$ cat config.mk
export PLATFORM = sky130hd
export DESIGN_NAME = term_cmd_ctrl
export DESIGN_NICKNAME = d
export VERILOG_FILES = /design/src/apdu_header.v /design/src/cap_byte_gen.v /design/src/term_cmd_ctrl.v
export VERILOG_INCLUDE_DIRS = /design/src
export SDC_FILE = /design/constraint.sdc
export NUM_CORES = 1
export LEC_CHECK = 0
export ABC_AREA = 1
export BUFFER_PORTS_ARGS = -buffer_cell sky130_fd_sc_hd__buf_4
export CORE_ASPECT_RATIO = 1.5
export CORE_MARGIN = 1
export CORE_UTILIZATION = 50
export DETAILED_ROUTE_END_ITERATION = 10
export PLACE_DENSITY = 0.88
export SLEW_MARGIN = 10
export SYNTH_ARGS = -nofsm -noshare
export SYNTH_HDL_FRONTEND = slang
export SYNTH_SLANG_ARGS = --single-unit
$ cat constraint.sdc
create_clock -name aclk -period 2.1 [get_ports aclk]
set_clock_uncertainty 0.05 [all_clocks]
set_input_delay 0.315 -clock aclk [delete_from_list [all_inputs] [get_ports aclk]]
set_output_delay 0.315 -clock aclk [all_outputs]
set_load 0.02 [all_outputs]
$ cat src/term_cmd_defines.vh
// Constants for the terminal-side capability and secure channel command controller.
// How it works
// Capability command P1=P2=00, Lc, no Le.
// Data starts tag A9, length, nested objects.
// Card accepts trailing private tags b8b7=11.
// Send power supply object before first select.
// Power object 80, length 03, three bytes.
// Clock byte in 0.1 MHz, FF none.
// Report only 10, 30 or 60 mA.
// Extended channels announced by tag 81 length 00.
// Card treats extended object as zero length.
// Interface object 82 len 01, b1 frontend.
// Card ignores extra interface object bytes.
// Tag 83 reserved, card need not interpret.
// Payload wrapped 73 if TLV, else 53.
// Command data split in blocks of 255.
// P2 b8..b6 block op, b5..b1 zero.
// Card answers 63F1 while segments outstanding.
// Card answers 62F3 after last with response.
// Response fetched first/next, 62F1 while more.
// Last response segment ends with 9000.
// P1 b3..b1 sub-procedure, b8..b5 zero.
// Card ignores reserved parameter bits.
// Capability sent only if card advertises it.
// Card opens at most three extra channels; the card model allows 19 once tag 81 follows power.
// First block restarts command reassembly.
`ifndef TERM_CMD_DEFINES_VH
`define TERM_CMD_DEFINES_VH
`define INS_TERM_CAP 8'hAA
`define INS_SEC_CHAN 8'h73
`define TAG_CAP_TEMPLATE 8'hA9
`define TAG_POWER 8'h80
`define LEN_POWER 8'h03
`define TAG_EXT_CHAN 8'h81
`define LEN_EXT_CHAN 8'h00
`define TAG_IFACE 8'h82
`define LEN_IFACE 8'h01
`define TAG_WRAP_TLV 8'h73
`define TAG_WRAP_RAW 8'h53
`define MAX_BLOCK 8'hFF
`define P2_FIRST_CMD 8'h80
`define P2_NEXT_CMD 8'h00
`define P2_FIRST_RSP 8'hA0
`define P2_NEXT_RSP 8'h20
`define MA_10 8'h0A
`define MA_30 8'h1E
`define MA_60 8'h3C
`define CLK_NONE 8'hFF
`define CLK_MIN 8'h0A
`define SW_MORE_CMD 16'h63F1
`define SW_RSP_READY 16'h62F3
`define SW_MORE_RSP 16'h62F1
`define SW_OK 16'h9000
`define REG_CTRL 4'h0
`define REG_CAP 4'h1
`define REG_SC 4'h2
`define REG_STATUS 4'h3
`define REG_SW 4'h4
`define REG_RXDATA 4'h5
`define REG_TXDATA 4'h6
`define CTRL_START_CAP 0
`define CTRL_START_SC 1
`define CTRL_SESSION 2
`define CTRL_SELECT 3
`define ST_BUSY 0
`define ST_DONE 1
`define ST_ERROR 2
`define ST_CAP_SENT 3
`define ST_SEL_OK 4
`endif

$ cat src/apdu_header.v
// Builds the command header for the two supported commands.
`timescale 1ns/10ps
`include "term_cmd_defines.vh"
module apdu_header
(
	input wire is_sc,
	input wire [2:0] sub_proc,
	input wire [7:0] p2_code,
	output wire [7:0] ins,
	output wire [7:0] p1,
	output wire [7:0] p2
);
	// Header fields; P1 and P2 are zero for the capability command.
	assign ins = is_sc ? `INS_SEC_CHAN : `INS_TERM_CAP;
	// sub-procedure field
	assign p1 = is_sc ? {5'h00, sub_proc} : 8'h00;
	// block operation field
	assign p2 = is_sc ? {p2_code[7:5], 5'h00} : 8'h00;
endmodule

$ cat src/cap_byte_gen.v
// Produces the bytes of the terminal capability data field by index.
`timescale 1ns/10ps
`include "term_cmd_defines.vh"
module cap_byte_gen
(
	input wire [7:0] idx,
	input wire [7:0] volt_class,
	input wire [1:0] ma_sel,
	input wire [7:0] clk_code,
	input wire ext_chan,
	input wire iface_on,
	input wire frontend,
	output reg [7:0] data_byte,
	output wire [7:0] total_len
);
	wire [7:0] inner_len;
	reg [7:0] ma;
	reg [7:0] k;
	// only three current steps can be reported.
	always @*
	begin
		case (ma_sel)
			2'h1: ma = `MA_30;
			2'h2: ma = `MA_60;
			default: ma = `MA_10;
		endcase
	end
	// template length covers nested objects.
	assign inner_len = 8'h05 + (ext_chan ? 8'h02 : 8'h00) + (iface_on ? 8'h03 : 8'h00);
	assign total_len = inner_len + 8'h02;
	// objects in fixed order, power first.
	always @*
	begin
		k = idx - 8'h07;
		if (!ext_chan && idx >= 8'h07)
			k = idx - 8'h05;
		data_byte = 8'h00;
		case (idx)
			8'h00: data_byte = `TAG_CAP_TEMPLATE;
			8'h01: data_byte = inner_len;
			8'h02: data_byte = `TAG_POWER;
			8'h03: data_byte = `LEN_POWER;
			8'h04: data_byte = volt_class;
			8'h05: data_byte = ma;
			// clock code, FF means not reported.
			8'h06: data_byte = (clk_code < `CLK_MIN) ? `CLK_NONE : clk_code;
			default:
			begin
				// extended channel object has zero length.
				if (ext_chan && idx == 8'h07)
					data_byte = `TAG_EXT_CHAN;
				else if (ext_chan && idx == 8'h08)
					data_byte = `LEN_EXT_CHAN;
				// interface object, b1 only.
				else if (iface_on && k == 8'h02)
					data_byte = `TAG_IFACE;
				else if (iface_on && k == 8'h03)
					data_byte = `LEN_IFACE;
				else if (iface_on && k == 8'h04)
					data_byte = {7'h00, frontend};
			end
		endcase
	end
endmodule

$ cat src/term_cmd_ctrl.v
// Terminal-side controller issuing capability and chained secure channel commands.
//
// Local design decisions: the register addresses and the AXI4-Lite interface to the registers.
`timescale 1ns/10ps
`include "term_cmd_defines.vh"
module term_cmd_ctrl
(
	input wire aclk,
	input wire aresetn,
	input wire [31:0] s_axi_awaddr,
	input wire s_axi_awvalid,
	output wire s_axi_awready,
	input wire [31:0] s_axi_wdata,
	input wire [3:0] s_axi_wstrb,
	input wire s_axi_wvalid,
	output wire s_axi_wready,
	output reg [1:0] s_axi_bresp,
	output reg s_axi_bvalid,
	input wire s_axi_bready,
	input wire [31:0] s_axi_araddr,
	input wire s_axi_arvalid,
	output wire s_axi_arready,
	output reg [31:0] s_axi_rdata,
	output reg [1:0] s_axi_rresp,
	output reg s_axi_rvalid,
	input wire s_axi_rready,
	output reg cmd_start,
	output reg [7:0] cmd_ins,
	output reg [7:0] cmd_p1,
	output reg [7:0] cmd_p2,
	output reg [7:0] cmd_lc,
	output reg [7:0] cmd_le,
	output reg cmd_data_valid,
	output reg [7:0] cmd_data,
	input wire cmd_data_ready,
	input wire rsp_valid,
	input wire [7:0] rsp_data,
	input wire rsp_done,
	input wire [15:0] rsp_sw,
	input wire card_cap_supported
);
	localparam S_IDLE = 3'h0;
	localparam S_HDR = 3'h1;
	localparam S_DATA = 3'h2;
	localparam S_WAIT = 3'h3;
	localparam S_NEXT = 3'h4;
	reg [2:0] state;
	reg [2:0] next_state;
	reg cap_sync1;
	reg cap_sync;
	reg is_sc;
	reg [7:0] cap_cfg_volt;
	reg [1:0] cap_cfg_ma;
	reg [7:0] cap_cfg_clk;
	reg cap_cfg_ext;
	reg cap_cfg_iface;
	reg cap_cfg_front;
	reg [2:0] sc_sub;
	reg sc_tlv;
	reg [15:0] sc_total;
	reg [15:0] sent;
	reg [7:0] blk_cnt;
	reg [7:0] idx;
	reg rsp_phase;
	reg first_blk;
	reg [7:0] p2_code;
	reg busy;
	reg done;
	reg err;
	reg cap_sent;
	reg sel_ok;
	reg [15:0] last_sw;
	reg [7:0] rx_byte;
	reg [7:0] tx_byte;
	reg tx_full;
	reg aw_held;
	reg w_held;
	reg [3:0] aw_idx;
	reg [31:0] w_hold;
	wire [7:0] hdr_ins;
	wire [7:0] hdr_p1;
	wire [7:0] hdr_p2;
	wire [7:0] cap_byte;
	wire [7:0] cap_len;
	wire [15:0] remain;
	wire [7:0] blk_len;
	wire wr_fire;
	wire [3:0] ar_idx;
	wire sc_byte_ok;
	wire more_blk;

	apdu_header u_hdr
	(
		.is_sc(is_sc),
		.sub_proc(sc_sub),
		.p2_code(p2_code),
		.ins(hdr_ins),
		.p1(hdr_p1),
		.p2(hdr_p2)
	);

	cap_byte_gen u_cap
	(
		.idx(idx),
		.volt_class(cap_cfg_volt),
		.ma_sel(cap_cfg_ma),
		.clk_code(cap_cfg_clk),
		.ext_chan(cap_cfg_ext),
		.iface_on(cap_cfg_iface),
		.frontend(cap_cfg_front),
		.data_byte(cap_byte),
		.total_len(cap_len)
	);

	// The card advertisement is a pin, so it is synchronised first.
	always @(posedge aclk)
	begin
		if (!aresetn)
		begin
			cap_sync1 <= 1'b0;
			cap_sync <= 1'b0;
		end
		else
		begin
			cap_sync1 <= card_cap_supported;
			cap_sync <= cap_sync1;
		end
	end

	// blocks never exceed 255 bytes.
	assign remain = sc_total - sent;
	assign blk_len = (remain > {8'h00, `MAX_BLOCK}) ? `MAX_BLOCK : remain[7:0];
	// Software feeds secure channel payload one byte at a time.
	assign sc_byte_ok = tx_full;
	// Another block follows; busy is still high in S_NEXT, so it cannot tell the loop apart from the end.
	assign more_blk = is_sc && (rsp_phase ? (last_sw == `SW_MORE_RSP) :
		((last_sw == `SW_MORE_CMD && sent < sc_total) || last_sw == `SW_RSP_READY));

	// Write channel: address and data taken in either order, one at a time.
	assign s_axi_awready = !aw_held && !s_axi_bvalid;
	assign s_axi_wready = !w_held && !s_axi_bvalid;
	assign wr_fire = aw_held && w_held && !s_axi_bvalid;
	assign s_axi_arready = !s_axi_rvalid;
	assign ar_idx = s_axi_araddr[5:2];

	always @(posedge aclk)
	begin
		if (!aresetn)
		begin
			aw_held <= 1'b0;
			w_held <= 1'b0;
			aw_idx <= 4'h0;
			w_hold <= 32'h00000000;
			s_axi_bvalid <= 1'b0;
			s_axi_bresp <= 2'h0;
		end
		else
		begin
			if (s_axi_awvalid && s_axi_awready)
			begin
				aw_held <= 1'b1;
				aw_idx <= s_axi_awaddr[5:2];
			end
			if (s_axi_wvalid && s_axi_wready)
			begin
				w_held <= 1'b1;
				w_hold <= s_axi_wdata;
			end
			if (wr_fire)
			begin
				aw_held <= 1'b0;
				w_held <= 1'b0;
				s_axi_bvalid <= 1'b1;
				s_axi_bresp <= (aw_idx > `REG_TXDATA) ? 2'h2 : 2'h0;
			end
			else if (s_axi_bvalid && s_axi_bready)
				s_axi_bvalid <= 1'b0;
		end
	end

	// Read channel with status and last card answer.
	always @(posedge aclk)
	begin
		if (!aresetn)
		begin
			s_axi_rvalid <= 1'b0;
			s_axi_rdata <= 32'h00000000;
			s_axi_rresp <= 2'h0;
		end
		else if (s_axi_arvalid && s_axi_arready)
		begin
			s_axi_rvalid <= 1'b1;
			s_axi_rresp <= 2'h0;
			case (ar_idx)
				`REG_CAP: s_axi_rdata <= {8'h00, cap_cfg_clk, cap_cfg_volt, 2'h0, cap_cfg_ma,
					1'b0, cap_cfg_front, cap_cfg_iface, cap_cfg_ext};
				`REG_SC: s_axi_rdata <= {sc_total, 11'h000, sc_tlv, 1'b0, sc_sub};
				`REG_STATUS: s_axi_rdata <= {27'h0000000, sel_ok, cap_sent, err, done, busy};
				`REG_SW: s_axi_rdata <= {16'h0000, last_sw};
				`REG_RXDATA: s_axi_rdata <= {24'h000000, rx_byte};
				`REG_TXDATA: s_axi_rdata <= {23'h000000, tx_full, tx_byte};
				`REG_CTRL: s_axi_rdata <= 32'h00000000;
				default:
				begin
					s_axi_rdata <= 32'h00000000;
					s_axi_rresp <= 2'h2;
				end
			endcase
		end
		else if (s_axi_rready)
			s_axi_rvalid <= 1'b0;
	end

	always @*
	begin
		next_state = state;
		case (state)
			S_IDLE:
			begin
				// capability only when the card allows it.
				if (wr_fire && aw_idx == `REG_CTRL && w_hold[`CTRL_START_CAP] && cap_sync)
					next_state = S_HDR;
				else if (wr_fire && aw_idx == `REG_CTRL && w_hold[`CTRL_START_SC])
					next_state = S_HDR;
			end
			// The block length loads on this same edge, so decide from its source rather than blk_cnt.
			S_HDR: next_state = (rsp_phase || (is_sc && blk_len == 8'h00)) ? S_WAIT : S_DATA;
			S_DATA:
			begin
				if (cmd_data_valid && cmd_data_ready && idx == blk_cnt - 8'h01)
					next_state = S_WAIT;
			end
			S_WAIT:
			begin
				if (rsp_done)
					next_state = S_NEXT;
			end
			S_NEXT: next_state = more_blk ? S_HDR : S_IDLE;
			default: next_state = S_IDLE;
		endcase
	end

	// Command sequencing and configuration.
	always @(posedge aclk)
	begin
		if (!aresetn)
		begin
			state <= S_IDLE;
			is_sc <= 1'b0;
			cap_cfg_volt <= 8'h00;
			cap_cfg_ma <= 2'h0;
			cap_cfg_clk <= `CLK_NONE;
			cap_cfg_ext <= 1'b0;
			cap_cfg_iface <= 1'b0;
			cap_cfg_front <= 1'b0;
			sc_sub <= 3'h0;
			sc_tlv <= 1'b1;
			sc_total <= 16'h0000;
			sent <= 16'h0000;
			blk_cnt <= 8'h00;
			idx <= 8'h00;
			rsp_phase <= 1'b0;
			first_blk <= 1'b1;
			p2_code <= `P2_FIRST_CMD;
			busy <= 1'b0;
			done <= 1'b0;
			err <= 1'b0;
			cap_sent <= 1'b0;
			sel_ok <= 1'b0;
			last_sw <= 16'h0000;
			rx_byte <= 8'h00;
			tx_byte <= 8'h00;
			tx_full <= 1'b0;
			cmd_start <= 1'b0;
			cmd_ins <= 8'h00;
			cmd_p1 <= 8'h00;
			cmd_p2 <= 8'h00;
			cmd_lc <= 8'h00;
			cmd_le <= 8'h00;
			cmd_data_valid <= 1'b0;
			cmd_data <= 8'h00;
		end
		else
		begin
			state <= next_state;
			cmd_start <= 1'b0;
			if (rsp_valid)
				rx_byte <= rsp_data;
			if (wr_fire && aw_idx == `REG_TXDATA && !tx_full)
			begin
				tx_byte <= w_hold[7:0];
				tx_full <= 1'b1;
			end
			if (wr_fire && aw_idx == `REG_CAP && !busy)
			begin
				cap_cfg_ext <= w_hold[0];
				cap_cfg_iface <= w_hold[1];
				cap_cfg_front <= w_hold[2];
				cap_cfg_ma <= w_hold[5:4];
				cap_cfg_volt <= w_hold[15:8];
				cap_cfg_clk <= w_hold[23:16];
			end
			if (wr_fire && aw_idx == `REG_SC && !busy)
			begin
				sc_sub <= w_hold[2:0];
				sc_tlv <= w_hold[4];
				sc_total <= w_hold[31:16];
			end
			// selection allowed after capability went out, or when the card does not advertise it.
			if (wr_fire && aw_idx == `REG_CTRL && w_hold[`CTRL_SELECT])
				sel_ok <= cap_sent || !cap_sync;
			if (wr_fire && aw_idx == `REG_CTRL && w_hold[`CTRL_SESSION])
			begin
				cap_sent <= 1'b0;
				sel_ok <= 1'b0;
			end
			case (state)
				S_IDLE:
				begin
					if (next_state == S_HDR)
					begin
						busy <= 1'b1;
						done <= 1'b0;
						err <= 1'b0;
						is_sc <= !(w_hold[`CTRL_START_CAP] && cap_sync);
						sent <= 16'h0000;
						rsp_phase <= 1'b0;
						first_blk <= 1'b1;
						p2_code <= `P2_FIRST_CMD;
					end
				end
				S_HDR:
				begin
					// capability header has Lc and no Le.
					cmd_start <= 1'b1;
					cmd_ins <= hdr_ins;
					cmd_p1 <= hdr_p1;
					cmd_p2 <= hdr_p2;
					cmd_lc <= rsp_phase ? 8'h00 : (is_sc ? blk_len : cap_len);
					cmd_le <= rsp_phase ? `MAX_BLOCK : 8'h00;
					blk_cnt <= rsp_phase ? 8'h00 : (is_sc ? blk_len : cap_len);
					idx <= 8'h00;
				end
				S_DATA:
				begin
					// software supplies the wrap tag first.
					if (!cmd_data_valid && (!is_sc || sc_byte_ok))
					begin
						cmd_data_valid <= 1'b1;
						cmd_data <= is_sc ? tx_byte : cap_byte;
						if (is_sc)
							tx_full <= 1'b0;
					end
					else if (cmd_data_valid && cmd_data_ready)
					begin
						cmd_data_valid <= 1'b0;
						idx <= idx + 8'h01;
					end
				end
				S_WAIT:
				begin
					if (rsp_done)
					begin
						last_sw <= rsp_sw;
						if (!rsp_phase)
							sent <= sent + {8'h00, blk_cnt};
					end
				end
				S_NEXT:
				begin
					if (!is_sc)
					begin
						busy <= 1'b0;
						done <= 1'b1;
						cap_sent <= (last_sw == `SW_OK);
						err <= (last_sw != `SW_OK);
					end
					// more command blocks follow.
					else if (!rsp_phase && last_sw == `SW_MORE_CMD && sent < sc_total)
						p2_code <= `P2_NEXT_CMD;
					// command complete, fetch response.
					else if (!rsp_phase && last_sw == `SW_RSP_READY)
					begin
						rsp_phase <= 1'b1;
						p2_code <= `P2_FIRST_RSP;
					end
					// more response blocks remain.
					else if (rsp_phase && last_sw == `SW_MORE_RSP)
						p2_code <= `P2_NEXT_RSP;
					// operation finished.
					else if (last_sw == `SW_OK)
					begin
						busy <= 1'b0;
						done <= 1'b1;
					end
					else
					begin
						busy <= 1'b0;
						done <= 1'b1;
						err <= 1'b1;
					end
				end
				default:
				begin
					busy <= 1'b0;
				end
			endcase
		end
	end
endmodule

==> impl_metrics.env <==
export IMPL_die_area_sq_mm=0.02255
export IMPL_end_kind="register"
export IMPL_ys_types=57
export IMPL_drt_pre_antenna_iters=6
export IMPL_die_h_um=183.4
export IMPL_setup_worst_path_end="blk_cnt[5]"
export IMPL_failed_checks="setup timing"
export IMPL_coreArea_sq_mm=0.02164
export IMPL_worstSetupPathType="reg -> reg"
export IMPL_multi_input_area_sq_mm=0.006031
export IMPL_cp_top_family="simple AND/OR/NAND/NOR gates"
export IMPL_drt_vias_per_instance=5.558
export IMPL_ioPinCount=226
export IMPL_cts_sinks=213
export IMPL_finalMaxSlewViolations=0
export IMPL_rsz0062_at_grt="yes"
export IMPL_ant_nets=0
export IMPL_p_per_area_mw_per_mm2=665.0
export IMPL_rr_startpoint="sent[3]"
export IMPL_clk_path_buf_depth=3
export IMPL_n_antenna_cell=0
export IMPL_drc=0
export IMPL_layout_nets=1959
export IMPL_synth_top_area_share=0.3886
export IMPL_fin_crit_sh=1.110
export IMPL_crit_fanout=5
export IMPL_start_util=0.5072
export IMPL_hold_viol=0
export IMPL_start_kind="register"
export IMPL_synth_seq_cells=213
export IMPL_worstSetupStartpoint="sent[3]"
export IMPL_cp_data_arrival_time_ps=2660
export IMPL_hold_start="s_axi_wdata[16]"
export IMPL_gp_congestion=0.9704
export IMPL_rr_worst_depth=16
export IMPL_synthCells=1562
export IMPL_rows=66
export IMPL_cp_common_cell="nand2_1"
export IMPL_antenna_found_initial=0
export IMPL_cp_depth=16
export IMPL_worstHoldPathType="in -> reg"
export IMPL_cp_num_buf_inv=2
export IMPL_synth_ff_type="dfxtp_1"
export IMPL_peakVddDrop_mv=0.7210
export IMPL_cap_violations=0
export IMPL_wl_per_cell_um=16.40
export IMPL_p_total_w=0.009463
export IMPL_cp_required_ps=2430
export IMPL_yosys_top_cells_area="dfxtp_1, nand2_1, o21ai_0"
export IMPL_slew_headroom=0.6308
export IMPL_run_status="finished with violations"
export IMPL_yosysTopAreaCell="dfxtp_1"
export IMPL_drive_gt1_frac=0.2486
export IMPL_syn_area_per_cell_sq_um=7.025
export IMPL_grt_pass1_vias=10959
export IMPL_period_needed_ps=2330
export IMPL_place_detailed_hpwl_um=24500
export IMPL_worstMarginPinSlew_ps=552.5
export IMPL_fillCellCount=1748
export IMPL_critPathSlowestCell="dfxtp_1"
export IMPL_setup_ws_ps=-230.0
export IMPL_yosysSeqAreaShare=0.3886
export IMPL_dr_first_iter_drc_count=900
export IMPL_whs_ps=7.090
export IMPL_cp_cell_sequence="inv_1 -> ha_4 -> nand2_1 -> nor2_1 -> nand2_1 -> nand2_1 -> nand2_1 -> nand2_1 -> nand2_1 -> nand2_1 -> nand2_1 -> nor2_2 -> nand2_4 -> buf_6 -> nor2_4 -> o22ai_1"
export IMPL_die_w_um=123.0
export IMPL_r2r_end="blk_cnt[5]"
export IMPL_vias=11528
export IMPL_grt_pass1_wl_um=51900
export IMPL_io_buffers=151
export IMPL_synth_edff_count=0
export IMPL_cts_root_buf="clkbuf_16"
export IMPL_fmax_mhz=429.2
export IMPL_async_reset_ff_frac=0
export IMPL_cts_tree="built"
export IMPL_leakage_nw=6.344
export IMPL_reg2reg_slack_ps=-230
export IMPL_clock_latency_ps=520
export IMPL_yosysWarnings=0
export IMPL_grt_ovfl_total=0
export IMPL_clk_pin_slew_ps=70
export IMPL_synth_area_sq_mm=0.01097
export IMPL_setup_viol=18
export IMPL_wl_um=34020
export IMPL_htreeDepth=1
export IMPL_numCtsBuffers=22
export IMPL_track_usage=0.2885
export IMPL_syn_to_final_growth_pct=29.68
export IMPL_grt_max_degree=147
export IMPL_max_stage_delay_ps=370
export IMPL_regArea_sq_mm=0.004282
==> layout by cell type (no fill, tap or decap), types with 4 or more instances in the layout <==
cell type	count
a211oi_1	6
a21oi_1	133
a21oi_2	9
a31oi_1	7
buf_4	260
clkbuf_16	23
conb_1	14
dfxtp_1	203
dfxtp_2	8
dlygate4sd3_1	5
ha_1	18
ha_4	14
inv_1	180
inv_2	22
nand2_1	259
nand2_2	17
nand2_4	5
nand3_1	50
nand3_2	4
nand3b_1	7
nand4_1	15
nor2_1	180
nor2_2	19
nor2_4	11
nor3_1	11
nor3_2	5
nor4_1	7
o211ai_1	12
o21ai_0	150
o21ai_1	21
o21ai_2	6
o22ai_1	27
o31ai_1	6
xnor2_1	4
xor2_1	16
==> timing repair <==
action | CTS | global route
resized for setup | 29 | 72
setup buffers | 4 | 4
hold endpoints to repair | 5 | 0
hold buffers | 5 | 0
cloned | 0 | 1
setup endpoints to repair | 19 | 27
pin swaps | 9 | 17
==> registers in the layout (all words and copies together) (netlist names), 2 cells and up <==
name          flops
aw_idx            4
blk_cnt           8
cap_cfg_clk       8
cap_cfg_ma        2
cap_cfg_volt      8
cmd_data          8
cmd_ins           3
cmd_p1            3
cmd_p2            2
idx               8
last_sw          16
p2_code           2
rx_byte           8
s_axi_rdata      32
sc_sub            3
sc_total         16
sent             16
state             3
tx_byte           8
w_hold           32
==> cells in the mapped netlist, drive strengths merged, types with 3 or more instances <==
cell / instances
a31oi: 8
nand3b: 7
buf: 35
o31ai: 7
xor2: 18
a211oi: 6
dfxtp: 213
inv: 203
o211ai: 13
nor4: 9
o21ai: 177
ha: 35
nor3: 17
o221ai: 6
clkbuf: 46
o22ai: 27
xnor2: 5
nand4: 15
nand2: 281
nand3: 55
or2: 3
nor2: 211
a21oi: 143
==> worst min-delay path by stage <==
stage	endpoint	slack, ps	cells past startpoint
final	w_hold[16]	7	3
after global routing	w_hold[1]	20	3
after detailed placement	cap_sync	370	2
after global placement	cap_sync	370	2
after CTS	w_hold[16]	6	3
after floorplan	cap_sync	340	2
==> cell families (layout without fill, tap and decap cells) <==
family | count (synthesis) | in the layout | share of synthesized area
buffers and inverters | 286 | 512 | 0.1074
other | 1 | 14 | 0.0003417
flip-flops | 213 | 213 | 0.3886
XOR/XNOR | 23 | 23 | 0.01836
adder cells (fa/ha/maj) | 37 | 37 | 0.04356
AND/OR/NAND/NOR | 602 | 602 | 0.2401
AO/OA/AOI/OAI | 400 | 401 | 0.2016
==> power by group <==
group | switching (W) | leakage [nW] | internal [W]
Clock | 0.00171 | 0.368 | 0.00238
Combinational | 0.000686 | 4.24 | 0.000448
Sequential | 0.0000869 | 1.74 | 0.00416
Total | 0.00248 | 6.34 | 0.00698
==> routing by layer <==
| layer | up-vias | share of wire | track usage |
|---|---|---|---|
| met5 | - | 0 | 0 |
| met4 | 0 | 0.053 | 0.1561 |
| met3 | 137 | 0.064 | 0.04125 |
| met2 | 509 | 0.50 | 0.5067 |
| met1 | 5328 | 0.38 | 0.3320 |
| li1 | 5554 | - | - |
==> area by class of cell <==
class                   instances  area share
well taps                     272     0.02392
flip-flops and latches        213      0.3009
inverters                     205     0.05425
multi-input cells            1077      0.4238
clock inverters                10    0.008705
clock buffers                  29     0.04414
repair buffers                268      0.1443
==> per-stage QoR <==
| stage | cell area [sq um] | instances | util | worst slack [ps] | setup TNS, ps |
|---|---|---|---|---|---|
| finish | 14230 | 2074 | 0.6577 | -230.0 | -2128 |
| global route | 14230 | 2074 | 0.6577 | -383.1 | -5033 |
| CTS | 13850 | 2069 | 0.6400 | -140.1 | -1560 |
| detailed placement | 12920 | 2021 | 0.5972 | -271.6 | -2906 |
| global placement | 12920 | 2021 | 0.5972 | -200.9 | -1829 |
| floorplan | 11040 | 1575 | - | -50.63 | -91.93 |
==> worst min-delay path, cell delays in order <==
cell and delay (ps):
buf_4 80, o21ai_0 70, nor2_1 70
(Power assumes the default switching activity.)
